$ cat src/exec_defs.vh
// Purpose: shared constants for the inc/dec/skip/jump/or execute datapath
// Assumes: 8-bit data, 7-bit file address, 15-bit program counter
// Notes:   opcode codes are local to this core's decoder interface
`ifndef EXEC_DEFS_VH
`define EXEC_DEFS_VH

// operation select codes from the decoder
`define OP_NONE          3'h0
`define OP_FILE_MINUS    3'h1
`define OP_FILE_MINUS_SZ 3'h2
`define OP_JUMP_ABS      3'h3
`define OP_FILE_PLUS     3'h4
`define OP_FILE_PLUS_SZ  3'h5
`define OP_OR_LITERAL    3'h6

// destination bit values
`define DEST_ACC         1'h0
`define DEST_FILE        1'h1

// widths
`define DATA_W           8
`define FADDR_W          7
`define PC_W             15
`define JUMP_W           11
`define OPCODE_W         3

// upper pointer latch source field for the jump
`define LATCH_HI         6
`define LATCH_LO         3

// reset values
`define DATA_RST         8'h00
`define PC_RST           15'h0000
`define ZERO_RST         1'h0
`define STEP_ONE         8'h01

// execute sequencer states
`define ST_EXEC          1'h0
`define ST_IDLE_SLOT     1'h1

`endif

$ cat src/inc_dec_skip_jump_or_exec.v
// Purpose: execute stage for file +/-1 (with skip), absolute jump, OR literal
// Assumes: one instruction presented per cycle with INSTR_VALID_IN; file
//          read data arrives combinationally for the given address
// Notes:   two-cycle instructions raise BUSY_OUT; the decoder holds off
//          and any instruction offered during that slot is ignored.
//          accumulator and zero flag live here and are shown on ports;
//          file writes, jump loads and skips leave as one-cycle strobes
//          so the fetch unit keeps ownership of the program counter.
//          skip forms keep the zero flag, unlike the plain inc/dec forms,
//          so a counted loop does not disturb flags set before it.
//          jump upper bits use the wide latch field, not the narrow one.
// Operation
// [RL1] decrement file, update zero flag, result to acc (d=0) or file (d=1)
// [RL2] decrement-skip: store per d; zero result replaces next with idle slot
// [RL3] jump loads 11-bit immediate into counter bits 10..0
// [RL4] jump fills counter bits 14..11 from latch bits 6..3
// [RL5] jump always takes two cycles and leaves flags alone
// [RL6] increment file, update zero flag, result to acc or file by d
// [RL7] increment-skip: store per d, flags untouched, zero result skips next
// [RL8] OR literal into accumulator and update zero flag
// [RL9] skipped instruction is fetched then discarded, idle slot executed
// [RL10] inc/dec wrap modulo 256; zero flag set exactly on all-zero result
`timescale 1ns/1ns
`include "exec_defs.vh"

module inc_dec_skip_jump_or_exec
#(
  parameter DW = `DATA_W,
  parameter AW = `FADDR_W,
  parameter PW = `PC_W
)
(
  input  wire                  CLK_IN,
  input  wire                  SYS_RST_IN,
  input  wire                  INSTR_VALID_IN,
  input  wire [`OPCODE_W-1:0]  OPCODE_IN,
  input  wire [AW-1:0]         FILE_ADDR_IN,
  input  wire                  DEST_IN,
  input  wire [`JUMP_W-1:0]    JUMP_ADDR_IN,
  input  wire [DW-1:0]         LITERAL_IN,
  input  wire [DW-1:0]         FILE_RDATA_IN,
  input  wire [DW-1:0]         UPPER_POINTER_LATCH_IN,
  output wire                  BUSY_OUT,
  output reg  [AW-1:0]         FILE_WADDR_OUT,
  output reg  [DW-1:0]         FILE_WDATA_OUT,
  output reg                   FILE_WE_OUT,
  output reg  [DW-1:0]         ACC_OUT,
  output reg                   ZERO_FLAG_OUT,
  output reg  [PW-1:0]         PC_OUT,
  output reg                   PC_LOAD_OUT,
  output reg                   SKIP_OUT
);

  // decode helpers used in several places; kept as functions so the
  // sequencer and the output processes cannot drift apart
  function is_step;
    input [`OPCODE_W-1:0] op;
    begin
      is_step = (op == `OP_FILE_MINUS) || (op == `OP_FILE_MINUS_SZ) ||
                (op == `OP_FILE_PLUS)  || (op == `OP_FILE_PLUS_SZ);
    end
  endfunction

  function is_skip;
    input [`OPCODE_W-1:0] op;
    begin
      is_skip = (op == `OP_FILE_MINUS_SZ) || (op == `OP_FILE_PLUS_SZ);
    end
  endfunction

  function is_jump;
    input [`OPCODE_W-1:0] op;
    begin
      is_jump = (op == `OP_JUMP_ABS);
    end
  endfunction

  // sequencer state and its next value
  reg           state_r;
  reg           state_nxt;
  // step unit operands and results
  wire          step_down;
  wire [DW-1:0] step_res;
  wire          step_zero;
  // per-class take strobes
  wire          take;
  wire          take_step;
  wire          take_jump;
  wire          take_or;
  wire          skip_hit;
  wire [DW-1:0] or_res;

  // direction of the shared step unit
  assign step_down = (OPCODE_IN == `OP_FILE_MINUS) ||
                     (OPCODE_IN == `OP_FILE_MINUS_SZ);
  // OR result settles before the edge; only take_or commits it
  assign or_res    = ACC_OUT | LITERAL_IN;                  // [RL8]
  // an instruction is taken only in the execute state
  assign take      = INSTR_VALID_IN && (state_r == `ST_EXEC);
  // one strobe per instruction class; each output process keys on one or two
  assign take_step = take && is_step(OPCODE_IN);
  assign take_jump = take && is_jump(OPCODE_IN);
  assign take_or   = take && (OPCODE_IN == `OP_OR_LITERAL);
  // a skip form whose result is zero throws away the next word
  assign skip_hit  = take_step && is_skip(OPCODE_IN) && step_zero; // [RL2]
  // busy during the second cycle of a jump or skip; taken straight
  // from the state register so the decoder sees it early in the cycle
  assign BUSY_OUT  = (state_r == `ST_IDLE_SLOT);

  // shared plus/minus one; wraps, so zero minus one gives all ones
  step_unit #(
    .WIDTH      (DW)
  ) u_step (
    .operand_in (FILE_RDATA_IN),
    .down_in    (step_down),
    .result_out (step_res),                                 // [RL10]
    .zero_out   (step_zero)
  );

  // sequencer: two-cycle ops park one cycle in the idle slot
  always @*
  begin
    state_nxt = `ST_EXEC;
    case (state_r)
      `ST_EXEC:
      begin
        if (take_jump)
          state_nxt = `ST_IDLE_SLOT;                        // [RL5]
        else if (skip_hit)
          state_nxt = `ST_IDLE_SLOT;                        // [RL2] [RL7]
      end
      // one idle cycle only; no instruction is taken in it
      `ST_IDLE_SLOT:
        state_nxt = `ST_EXEC;                               // [RL9]
      default:
        state_nxt = `ST_EXEC;
    endcase
  end

  // sequencer state register
  always @(posedge CLK_IN or posedge SYS_RST_IN)
  begin
    if (SYS_RST_IN)
      state_r <= `ST_EXEC;
    else
      state_r <= state_nxt;
  end

  // accumulator: step results with d=0 and the OR literal land here;
  // nothing else in this block writes it
  always @(posedge CLK_IN or posedge SYS_RST_IN)
  begin
    if (SYS_RST_IN)
      ACC_OUT <= `DATA_RST;
    else if (take_step && (DEST_IN == `DEST_ACC))
      ACC_OUT <= step_res;                                  // [RL1] [RL6]
    else if (take_or)
      ACC_OUT <= or_res;                                    // [RL8]
  end

  // zero flag: plain inc/dec and OR only; the skip forms and the jump
  // leave it, so a loop counter does not clobber an earlier test
  always @(posedge CLK_IN or posedge SYS_RST_IN)
  begin
    if (SYS_RST_IN)
      ZERO_FLAG_OUT <= `ZERO_RST;
    else if (take_step && !is_skip(OPCODE_IN))
      ZERO_FLAG_OUT <= step_zero;                           // [RL10]
    else if (take_or)
      ZERO_FLAG_OUT <= (or_res == `DATA_RST);               // [RL8]
  end

  // file write port: address and data hold, the strobe lasts one cycle;
  // skip forms write here too when d=1, before the skip takes effect
  always @(posedge CLK_IN or posedge SYS_RST_IN)
  begin
    if (SYS_RST_IN)
    begin
      FILE_WADDR_OUT <= {AW{1'h0}};
      FILE_WDATA_OUT <= `DATA_RST;
      FILE_WE_OUT    <= 1'h0;
    end
    else if (take_step && (DEST_IN == `DEST_FILE))
    begin
      FILE_WADDR_OUT <= FILE_ADDR_IN;                       // [RL1] [RL6]
      FILE_WDATA_OUT <= step_res;                           // [RL2] [RL7]
      FILE_WE_OUT    <= 1'h1;
    end
    else
      FILE_WE_OUT    <= 1'h0;
  end

  // jump port: the target holds after the load pulse, so the fetch unit
  // may pick it up late without a second copy
  always @(posedge CLK_IN or posedge SYS_RST_IN)
  begin
    if (SYS_RST_IN)
    begin
      PC_OUT      <= `PC_RST;
      PC_LOAD_OUT <= 1'h0;
    end
    else if (take_jump)
    begin
      // upper bits from the wider latch field; flags untouched
      PC_OUT      <= {UPPER_POINTER_LATCH_IN[`LATCH_HI:`LATCH_LO],
                      JUMP_ADDR_IN};                        // [RL3] [RL4]
      PC_LOAD_OUT <= 1'h1;                                  // [RL5]
    end
    else
      PC_LOAD_OUT <= 1'h0;
  end

  // skip pulse: the fetch unit drops the word already fetched and runs
  // an idle slot; the counter keeps its normal sequence
  always @(posedge CLK_IN or posedge SYS_RST_IN)
  begin
    if (SYS_RST_IN)
      SKIP_OUT <= 1'h0;
    else
      SKIP_OUT <= skip_hit;                                 // [RL9]
  end

endmodule

$ cat src/step_unit.v
// Purpose: plus/minus one with wrap and zero detection
// Assumes: purely combinational, used by the execute datapath
// Notes:   result wraps modulo 2^WIDTH
`timescale 1ns/1ns
`include "exec_defs.vh"

module step_unit
#(
  parameter WIDTH = `DATA_W
)
(
  input  wire [WIDTH-1:0] operand_in,
  input  wire             down_in,
  output wire [WIDTH-1:0] result_out,
  output wire             zero_out
);

  wire [WIDTH-1:0] one = {{(WIDTH-1){1'h0}}, 1'h1};

  // modulo arithmetic: the carry out is simply dropped
  assign result_out = down_in ? (operand_in - one) : (operand_in + one);
  assign zero_out   = (result_out == {WIDTH{1'h0}});

endmodule
$ cat config.mk
export PLATFORM = sky130hd
export DESIGN_NAME = inc_dec_skip_jump_or_exec
export DESIGN_NICKNAME = d
export VERILOG_FILES = /design/src/inc_dec_skip_jump_or_exec.v /design/src/step_unit.v
export VERILOG_INCLUDE_DIRS = /design/src /design/src/src
export SDC_FILE = /design/constraint.sdc
export NUM_CORES = 1
export LEC_CHECK = 0
export ABC_AREA = 1
export ABC_CLOCK_PERIOD_IN_PS = 1800
export BUFFER_PORTS_ARGS = -buffer_cell sky130_fd_sc_hd__buf_2
export CORE_ASPECT_RATIO = 1.2
export CORE_MARGIN = 2
export CORE_UTILIZATION = 40
export DETAILED_ROUTE_END_ITERATION = 6
export PLACE_DENSITY_LB_ADDON = 0.12
export SYNTH_ARGS = -nofsm -noshare
export SYNTH_HDL_FRONTEND = slang
export SYNTH_HIERARCHICAL = 1
export SYNTH_SLANG_ARGS = --single-unit
$ cat constraint.sdc
create_clock -name CLK_IN -period 1.8 [get_ports CLK_IN]
set_input_delay 0.18 -clock CLK_IN [delete_from_list [all_inputs] [get_ports CLK_IN]]
set_output_delay 0.18 -clock CLK_IN [all_outputs]
set_load 0.03 [all_outputs]
==> impl_metrics.csv, run 1 <==
group,metric,value,unit
synthesis,synth_top_cell_by_area,"dfrtp_1",
timing,setup_violations,2,
timing,rsz0062_at_grt,"yes",
floorplanning,core,5710,um^2
critical_path,r2r_setup_slack,0.38,ns
floorplanning,die_x,74.3,um
pwr,peakVddDrop,0.575,mV
finish,n_fill_cell,571,
place,io_buffer_count,87,
synthesis,ys_ff_latch,43,
run_status,violations,"negative setup slack",
finish,antenna_cells,0,
place,place_ws,-0.424,ns
timing,setup_ws,-0.0772,ns
floorplanning,dieArea,6570,um^2
critical_path,worstSetupStartpointType,"input pin",
timing,clock.fmax,533,MHz
synthesis,netlist_instances,310,
cts,path_clk_slew,0.08,ns
job,maxCapViolCount,0,
pwr,p_int,2.13,mW
timing,clock_skew,0.00587,ns
synthesis,synth_top_area_share,0.453,
cts,clock_sinks,43,
pwr,power,3.36,mW
finish,final_common_cell,"nand2_1",
cts,cts_inserted_buffers,5,
cts,tritoncts,"yes",
critical_path,r2r-end,"ACC_OUT[0]",
critical_path,r2r_start,"BUSY_OUT",
pwr,pwr-share-comb,0.368,
detailed_routing,post_drt_wl_per_cell,11.2,um
critical_path,worstSetupStartpoint,"OPCODE_IN[1]",
synthesis,syn_area_per_cell,7.66,um^2
finish,drive_gt1_frac,0.412,
grt,grt_first_pass_wirelength,8.88,mm
hold_path,min_path_type,"input pin to flip-flop",
pwr,p_sw_frac,0.366,
pwr,p_seq_frac,0.374,
pwr,power_density,999,nW/um^2
floorplanning,io-pin-count,92,
cts,h-tree-depth,2,
synthesis,synth_area_leaders,"dfrtp_1 (45%), nand2_1 (20%), inv_1 (5.2%)",
critical_path,crit_fanout,8,
critical_path,worst-r2r-cell-count,8,
finish,multi_input_area,1220,um^2
detailed_routing,drtIter0Drc,73,
detailed_routing,via_count,2255,
synthesis,synth-seq-area-share,0.453,
timing,timing.hold.ws,0.0759,ns
grt,grt_usage,0.175,
detailed_routing,drc,0,
place,place_hpwl,4.30,mm
synthesis,synth_area,2370,um^2
run_status,status,"complete, but fails checks",
finish,mostFrequentLayoutCells,"nand2_1 (122), buf_2 (85), dfrtp_1 (43)",
timing,period_needed,1.88,ns
detailed_routing,drt_pass1_iterations,4,
pwr,p_switching,1.23,mW
timing,fin_setup_tns,-0.0925,ns
detailed_routing,ant_nets,0,
critical_path,arrival,2.11,ns
floorplanning,die_h,88.4,um
synthesis,synth-edff-count,0,
timing,hold_viol,0,
floorplanning,start_util,0.416,
synthesis,async_flop_share,1.00,
place,place_area,3020,um^2
finish,design_area,3370,um^2
grt,grt_start_max_net_pins,25,
detailed_routing,viasPerCell,4.45,
floorplanning,rows,30,
critical_path,crit_end,"BUSY_OUT",
pwr,power.leakage,1.95,nW
finish,seqCellArea,1080,um^2
synthesis,syn_nets,367,
critical_path,critical_path_required,2.03,ns
synthesis,synth.distinct_cells,27,
grt,grt_overflow_total,0,
cts,cts_root_buf,"clkbuf_8",
place,place.gp.congestion,0.799,
grt,grt_pass1_vias,2051,
cts,worstSkewPairLatency,0.29,ns
finish,syn_to_final_growth,41.9,%
timing,fin_crit_sh,1.04,
critical_path,crit_type,"input pin to flip-flop",
timing,slew_violations,0,
cts,cts.path.max_buffers,2,
grt,antenna_found_initial,0,
synthesis,yosys_most_used_dff,"dfrtp_1",
critical_path,end_kind,"flip-flop",
pwr,p_clk_frac,0.259,
finish,nets,483,
detailed_routing,drt-total-wl,5.68,mm
synthesis,yosys_warnings,6,
timing,slew_headroom,0.758,
timing,tightest_slew,0.362,ns
## cells in the mapped netlist (2+ instances only)
master,n
a21oi_1,4
buf_2,2
buf_6,3
dfrtp_1,43
ha_1,7
inv_1,33
inv_2,6
nand2_1,128
nand2_2,6
nand2_4,3
nand3_1,15
nand3_2,7
nand3b_1,2
nor2_1,21
nor2_2,3
o21ai_1,16
## power groups by stage
stage | sequential [mW] | clock, mW | combinational (mW)
CTS | 1.26 | 0.897 | 1.20
floorplan | 1.64 | 0 | 0.403
detailed placement | 1.27 | 0 | 1.17
global placement | 1.27 | 0 | 1.15
global route | 1.28 | 0.939 | 1.36
finish | 1.26 | 0.870 | 1.24
## registers in the layout (all words and copies together) (netlist names)
register	count
ZERO_FLAG_OUT	1
FILE_WE_OUT	1
PC_LOAD_OUT	1
BUSY_OUT	1
ACC_OUT	8
SKIP_OUT	1
FILE_WDATA_OUT	8
FILE_WADDR_OUT	7
PC_OUT	15
## critical path: stages
cell	delay, ns
buf_8	0.11
clkinv_4	0.04
nand2_4	0.05
a21oi_4	0.17
buf_12	0.15
inv_4	0.03
fa_2	0.37
inv_2	0.10
nand2_2	0.06
nand2_2	0.08
nand3_2	0.07
nand2_1	0.06
nand2_1	0.06
nand2_2	0.07
nand2_2	0.05
nor2_2	0.10
inv_2	0.05
nor3_4	0.18
or2_4	0.14
## metrics by stage
step	utilization	std cells
after global routing	0.590	507
after CTS	0.570	499
after global placement	0.530	488
after floorplan	-	310
after detailed placement	0.530	488
final	0.590	507
## timing repair
item                                   4_1_cts  5_1_grt
setup endpoints to repair                    3        5
pin swaps                                    2       18
endpoints found under the hold margin       15        0
buffers inserted                             2        8
resized for setup                           11       17
hold buffers                                 1        0
## metal layers
layer	wire length, um	track usage
met5	0	0
met4	88	0.0633
met3	270	0.0308
met2	2890	0.308
met1	2420	0.212
## how the worst min path moves through the flow
stage,cells after the start,startpoint,end,slack (ns)
2_1_floorplan,2,FILE_ADDR_IN[0],FILE_WADDR_OUT[0],0.29
3_3_place_gp,2,SYS_RST_IN,FILE_WADDR_OUT[3],0.18
3_5_place_dp,2,SYS_RST_IN,FILE_WADDR_OUT[3],0.18
4_1_cts,3,JUMP_ADDR_IN[1],PC_OUT[1],0.07
5_1_grt,3,FILE_ADDR_IN[4],FILE_WADDR_OUT[4],0.08
6_report,3,JUMP_ADDR_IN[1],PC_OUT[1],0.08
## cell families (layout without fill, tap and decap cells)
logic type               count (synthesis)  after routing  share of synthesized area
AO/OA/AOI/OAI                           20             20                     0.0422
flip-flops                              43             43                      0.453
XOR/XNOR                                 1              1                    0.00369
buffers and inverters                   46            163                     0.0849
adder cells (fa/ha/maj)                  8              8                     0.0453
AND/OR/NAND/NOR                        192            192                      0.371
## area by class of cell
cell class	count	area share
Clock buffer	6	0.0216
Clock inverter	2	0.0178
Inverter	40	0.0476
Multi-Input combinational cell	221	0.362
Sequential cell	43	0.320
Tap cell	80	0.0297
Timing Repair Buffer	115	0.202
Note: power is estimated with default switching activity, not from simulation.
==> inputs of run 2 (changes only) <==
CTS_CLUSTER_DIAMETER = 120   (was unset)
PLACE_DENSITY = 0.68   (was unset)
PLACE_DENSITY_LB_ADDON = unset   (was 0.12)
SKIP_CTS_REPAIR_TIMING = 1   (was unset)
==> run 2 against run 1 <==
  * Sequential power about the same
  * Worst setup slack better by 0.069 ns
  * Hold slack got worse by 0.074 ns
  * Core utilization is 2.6 points lower
  * The run still ends with negative setup slack left
  * Cell count decreased by 2.0%
  * Cell area fell by 4.4%
  * Clock power decreased by 33%
  * Die area is the same
  * Combinational power down 4%
  * Critical endpoint unchanged
  * Critical path depth fell by 3
  * Highest routed layer unchanged
==> impl_metrics.csv, run 2 (synthesized netlist as in run 1, its figures left out) <==
group,metric,value,unit
cts,worstSkewPairLatency,0.29,ns
critical_path,worst-r2r-cell-count,8,
cts,cts.path.max_buffers,2,
detailed_routing,drt-total-wl,5.29,mm
critical_path,r2r-end,"ACC_OUT[5]",
finish,reg_top3,"PC_OUT x15, ACC_OUT x8, FILE_WDATA_OUT x8",
timing,slew_violations,0,
pwr,power,3.03,mW
cts,cts_inserted_buffers,5,
cts,path_clk_slew,0.08,ns
timing,fin_crit_sh,1.00,
critical_path,cp.depth,16,
detailed_routing,drc,0,
floorplanning,dieArea,6570,um^2
finish,top_register,"PC_OUT",
timing,tightest_slew,0.527,ns
place,place_hpwl,4.14,mm
grt,grt_pass1_vias,2049,
timing,setup_violations,1,
pwr,p_seq_frac,0.413,
cts,clock_sinks,43,
timing,fin_setup_tns,-0.00838,ns
job,maxCapViolCount,0,
critical_path,cpLargestDelayFamily,"simple AND/OR/NAND/NOR gates",
pwr,p_clk_frac,0.193,
place,dp.cells,487,
timing,period_needed,1.81,ns
critical_path,cpMaxStageDelayCell,"ha_1",
finish,stdcell_count,497,
critical_path,arrival,1.99,ns
grt,grt_start_max_net_pins,44,
finish,mostFrequentLayoutCells,"nand2_1 (125), buf_2 (85), dfrtp_1 (43)",
floorplanning,io-pin-count,92,
critical_path,worstSetupStartpointType,"input pin",
timing,clock.fmax,553,MHz
timing,clock_skew,0.00249,ns
cts,h-tree-depth,2,
grt,use_met3,0.0433,
place,io_buffer_count,87,
timing,setup_ws,-0.00838,ns
detailed_routing,viasPerCell,4.39,
finish,nets,473,
pwr,power_density,942,nW/um^2
grt,grt-busiest-layer,"met2",
critical_path,path_buf_inv,4,
pwr,peakVddDrop,0.427,mV
place,place.gp.congestion,0.824,
critical_path,end_kind,"flip-flop",
grt,grt_overflow_total,0,
detailed_routing,ant_nets,0,
pwr,p_sw_frac,0.400,
grt,grt_use_met2,0.285,
finish,final_common_cell,"nand2_1",
finish,post-route-util,0.564,
critical_path,crit_path_max_incr_delay,0.28,ns
run_status,violations,"negative setup slack",
critical_path,critical_path_required,1.98,ns
cts,cts_root_buf,"clkbuf_8",
critical_path,r2r_start,"BUSY_OUT",
timing,rsz0062_at_grt,"yes",
pwr,p_switching,1.21,mW
hold_path,min_path_type,"input pin to asynchronous set/reset pin",
cts,tritoncts,"yes",
detailed_routing,post_drt_wl_per_cell,10.6,um
pwr,p_int,1.82,mW
detailed_routing,via_count,2184,
finish,antenna_cells,0,
critical_path,path_cells,"buf_8 > inv_4 > nand2_4 > a21oi_4 > buf_12 > ha_1 > or2_4 > nand3_2 > nand2_1 > nand2_1 > nand2_1 > nand2_2 > nor2_2 > inv_2 > nor3_4 > or2_4",
timing,hold_viol,0,
timing,timing.hold.ws,0.00209,ns
grt,antenna_found_initial,0,
grt,grt_usage,0.170,
detailed_routing,drt_pass1_iterations,4,
floorplanning,core,5710,um^2
critical_path,crit_type,"input pin to flip-flop",
finish,drive_gt1_frac,0.379,
floorplanning,die_h,88.4,um
critical_path,crit_path_frequent_cell,"nand2_1",
timing,slew_headroom,0.649,
floorplanning,start_util,0.416,
floorplanning,die_x,74.3,um
pwr,pwr-share-comb,0.393,
pwr,power.leakage,1.87,nW
run_status,status,"complete, but fails checks",
finish,largest_reg_flops,15,
finish,syn_to_final_growth,35.6,%
grt,grtUsageMet1,0.213,
floorplanning,rows,30,
critical_path,crit_fanout,8,
grt,grt_first_pass_wirelength,8.76,mm
critical_path,r2r_setup_slack,0.38,ns
detailed_routing,drtIter0Drc,97,
## run 2: per-stage QoR
step / cell area [um^2] / setup WS (ns)
floorplan: 2410 / -0.0538
global placement: 3020 / -0.368
detailed placement: 3020 / -0.399
CTS: 3100 / -0.0889
global route: 3220 / -0.133
finish: 3220 / -0.00838
## run 2: layout make-up
| cell class | instances | area [um^2] |
|---|---|---|
| multi-input cells | 221 | 1200 |
| inverters | 40 | 160 |
| flip-flops and latches | 43 | 1080 |
| well taps | 80 | 100 |
| clock inverters | 2 | 12.5 |
| repair buffers | 105 | 599 |
| fillers | 562 | 2490 |
| clock buffers | 6 | 72.6 |
## run 2: power groups by stage
| stage | Combinational [mW] | Sequential (mW) | Clock [mW] |
|---|---|---|---|
| 2_1_floorplan | 0.403 | 1.64 | 0 |
| 3_3_place_gp | 1.15 | 1.27 | 0 |
| 3_5_place_dp | 1.17 | 1.27 | 0 |
| 4_1_cts | 1.17 | 1.25 | 0.607 |
| 5_1_grt | 1.33 | 1.28 | 0.637 |
| 6_report | 1.19 | 1.25 | 0.586 |
## run 2: how the worst max path moves through the flow
| stage | start | to | slack [ns] |
|---|---|---|---|
| 6_report | OPCODE_IN[0] | BUSY_OUT | -0.008 |
| 5_1_grt | OPCODE_IN[0] | BUSY_OUT | -0.13 |
| 4_1_cts | OPCODE_IN[1] | BUSY_OUT | -0.09 |
| 3_5_place_dp | OPCODE_IN[1] | BUSY_OUT | -0.40 |
| 3_3_place_gp | OPCODE_IN[1] | BUSY_OUT | -0.37 |
| 2_1_floorplan | OPCODE_IN[1] | BUSY_OUT | -0.05 |
## run 2: tightest hold or removal path, stage by stage
cell,delay [ns]
buf_2,0.10
clkinv_1,0.03
buf_4,0.44
## run 2: routing by layer
metal / vias up / wire (um)
li1: 1165 / -
met5: - / 0
met2: 66 / 2430
met3: 4 / 391
met4: 0 / 73
met1: 949 / 2390
==> inputs of run 3 (changes only) <==
HOLD_SLACK_MARGIN = 0.12   (was unset)
==> run 3 against run 2 <==
  * The run still ends with negative setup slack left
  * Global-route usage did not move
  * Cell count rose by 4.6%
  * Non-clock buffer count rose by 23
  * Core utilization rose by 4.0 points
  * Via count rose by 5.3%
  * Sequential power barely moved
  * Flip-flop and latch count did not move
  * Die area did not move
  * Fmax barely moved
  * Power rose by 1.5%
  * Largest cell class unchanged
==> impl_metrics.csv, run 3 (synthesized netlist as in run 1, its figures left out) <==
group,metric,value,unit
run_status,status,"complete, but fails checks",
run_status,violations,"negative setup slack",
finish,syn_to_final_growth,45.3,%
grt,grt_pass1_vias,2049,
finish,top_register,"PC_OUT",
detailed_routing,post_drt_wl_per_cell,10.9,um
finish,nets,496,
floorplanning,start_util,0.416,
critical_path,cpMaxStageDelayCell,"ha_1",
detailed_routing,viasPerCell,4.42,
finish,final_common_cell,"nand2_1",
cts,tritoncts,"yes",
timing,clock.fmax,553,MHz
floorplanning,rows,30,
critical_path,crit_path_max_incr_delay,0.28,ns
critical_path,cpLargestDelayFamily,"simple AND/OR/NAND/NOR gates",
detailed_routing,drc,0,
timing,slew_violations,0,
floorplanning,die_h,88.4,um
timing,setup_ws,-0.00743,ns
detailed_routing,drtIter0Drc,75,
critical_path,arrival,1.99,ns
grt,grt_first_pass_wirelength,8.76,mm
grt,grt_usage,0.170,
place,place_ws,-0.399,ns
cts,cts_inserted_buffers,5,
timing,timing.hold.ws,0.256,ns
critical_path,crit_type,"input pin to flip-flop",
grt,grt_overflow_total,0,
floorplanning,io-pin-count,92,
detailed_routing,drt_pass1_iterations,4,
pwr,power.leakage,1.97,nW
cts,clock_sinks,43,
finish,antenna_cells,0,
cts,cts_root_buf,"clkbuf_8",
timing,fin_setup_tns,-0.00743,ns
pwr,power_density,892,nW/um^2
detailed_routing,via_count,2299,
critical_path,path_buf_inv,4,
pwr,p_clk_frac,0.190,
finish,mostFrequentLayoutCells,"nand2_1 (125), buf_2 (85), dfrtp_1 (43)",
pwr,peakVddDrop,0.422,mV
hold_path,min_path_type,"input pin to flip-flop",
timing,slew_headroom,0.645,
finish,reg_top3,"PC_OUT x15, ACC_OUT x8, FILE_WDATA_OUT x8",
critical_path,critical_path_required,1.98,ns
floorplanning,core,5710,um^2
finish,drive_gt1_frac,0.359,
grt,grt_start_max_net_pins,44,
detailed_routing,ant_nets,0,
critical_path,crit_path_frequent_cell,"nand2_1",
timing,period_needed,1.81,ns
timing,tightest_slew,0.533,ns
critical_path,worstSetupStartpointType,"input pin",
timing,hold_viol,0,
pwr,p_int,1.85,mW
place,io_buffer_count,87,
floorplanning,dieArea,6570,um^2
place,place_hpwl,4.14,mm
timing,clock_skew,0.00334,ns
pwr,p_seq_frac,0.408,
pwr,power,3.08,mW
critical_path,end_kind,"flip-flop",
floorplanning,die_x,74.3,um
place,place.gp.congestion,0.824,
pwr,pwr-share-comb,0.402,
timing,rsz0062_at_grt,"yes",
pwr,p_sw_frac,0.398,
critical_path,crit_fanout,8,
grt,antenna_found_initial,0,
detailed_routing,drt-total-wl,5.66,mm
timing,fin_crit_sh,1.00,
cts,h-tree-depth,2,
cts,cts.path.max_buffers,2,
cts,worstSkewPairLatency,0.29,ns
job,maxCapViolCount,0,
finish,largest_reg_flops,15,
cts,path_clk_slew,0.08,ns
pwr,p_switching,1.23,mW
critical_path,path_cells,"buf_8 > inv_4 > nand2_4 > a21oi_4 > buf_12 > ha_1 > or2_4 > nand3_2 > nand2_1 > nand2_1 > nand2_1 > nand2_2 > nor2_2 > inv_2 > nor3_4 > or2_4",
timing,setup_violations,1,
run 3: changes by cell type in the layout (fill, tap and decap cells not counted):
| cell | before | now |
|---|---|---|
| dlygate4sd3_1 | 0 | 23 |
run 3: metal layers:
| metal | GRT usage | wire length (um) | part of all wire | vias to the layer above |
|---|---|---|---|---|
| met3 | 0.0433 | 416 | 0.074 | 4 |
| met5 | 0 | 0 | 0 | - |
| met2 | 0.285 | 2660 | 0.47 | 70 |
| met1 | 0.213 | 2510 | 0.44 | 1013 |
| met4 | 0.0584 | 73 | 0.013 | 0 |
| li1 | - | - | - | 1212 |
run 3: final timing paths:
kind                                   start                end  slack [ns]  depth (start not counted)
max                             OPCODE_IN[0]           BUSY_OUT      -0.007                         16
min                            LITERAL_IN[1]         ACC_OUT[1]        0.26                          5
max reg2reg                         BUSY_OUT         ACC_OUT[5]        0.38                          8
min reg2reg                FILE_WADDR_OUT[2]  FILE_WADDR_OUT[2]        0.48                          2
max in group asynchronous         SYS_RST_IN  FILE_WDATA_OUT[6]        0.88                          4
min in group asynchronous         SYS_RST_IN          PC_OUT[5]        0.55                          4
run 3: worst min-delay path, stage by stage:
cell	delay, ns
buf_2	0.08
nor2_1	0.04
nor2_1	0.09
o21ai_1	0.07
nand2_1	0.05
run 3: cell type report:
class	instances	area, um^2
fillers	523	2260
well taps	80	100
clock buffers	6	72.6
clock inverters	2	12.5
repair buffers	128	830
inverters	40	160
multi-input cells	221	1200
flip-flops and latches	43	1080
run 3: metrics by stage:
step | utilization | std cells | instance area [um^2]
2_1_floorplan | - | 310 | 2410
3_3_place_gp | 0.529 | 487 | 3020
3_5_place_dp | 0.529 | 487 | 3020
4_1_cts | 0.544 | 495 | 3100
5_1_grt | 0.605 | 520 | 3450
6_report | 0.605 | 520 | 3450
run 3: power by group through the flow:
stage	combinational, mW	sequential [mW]	clock, mW
final	1.24	1.26	0.586
after global routing	1.37	1.28	0.633
after CTS	1.17	1.25	0.607
after detailed placement	1.17	1.27	0
after global placement	1.15	1.27	0
after floorplan	0.403	1.64	0
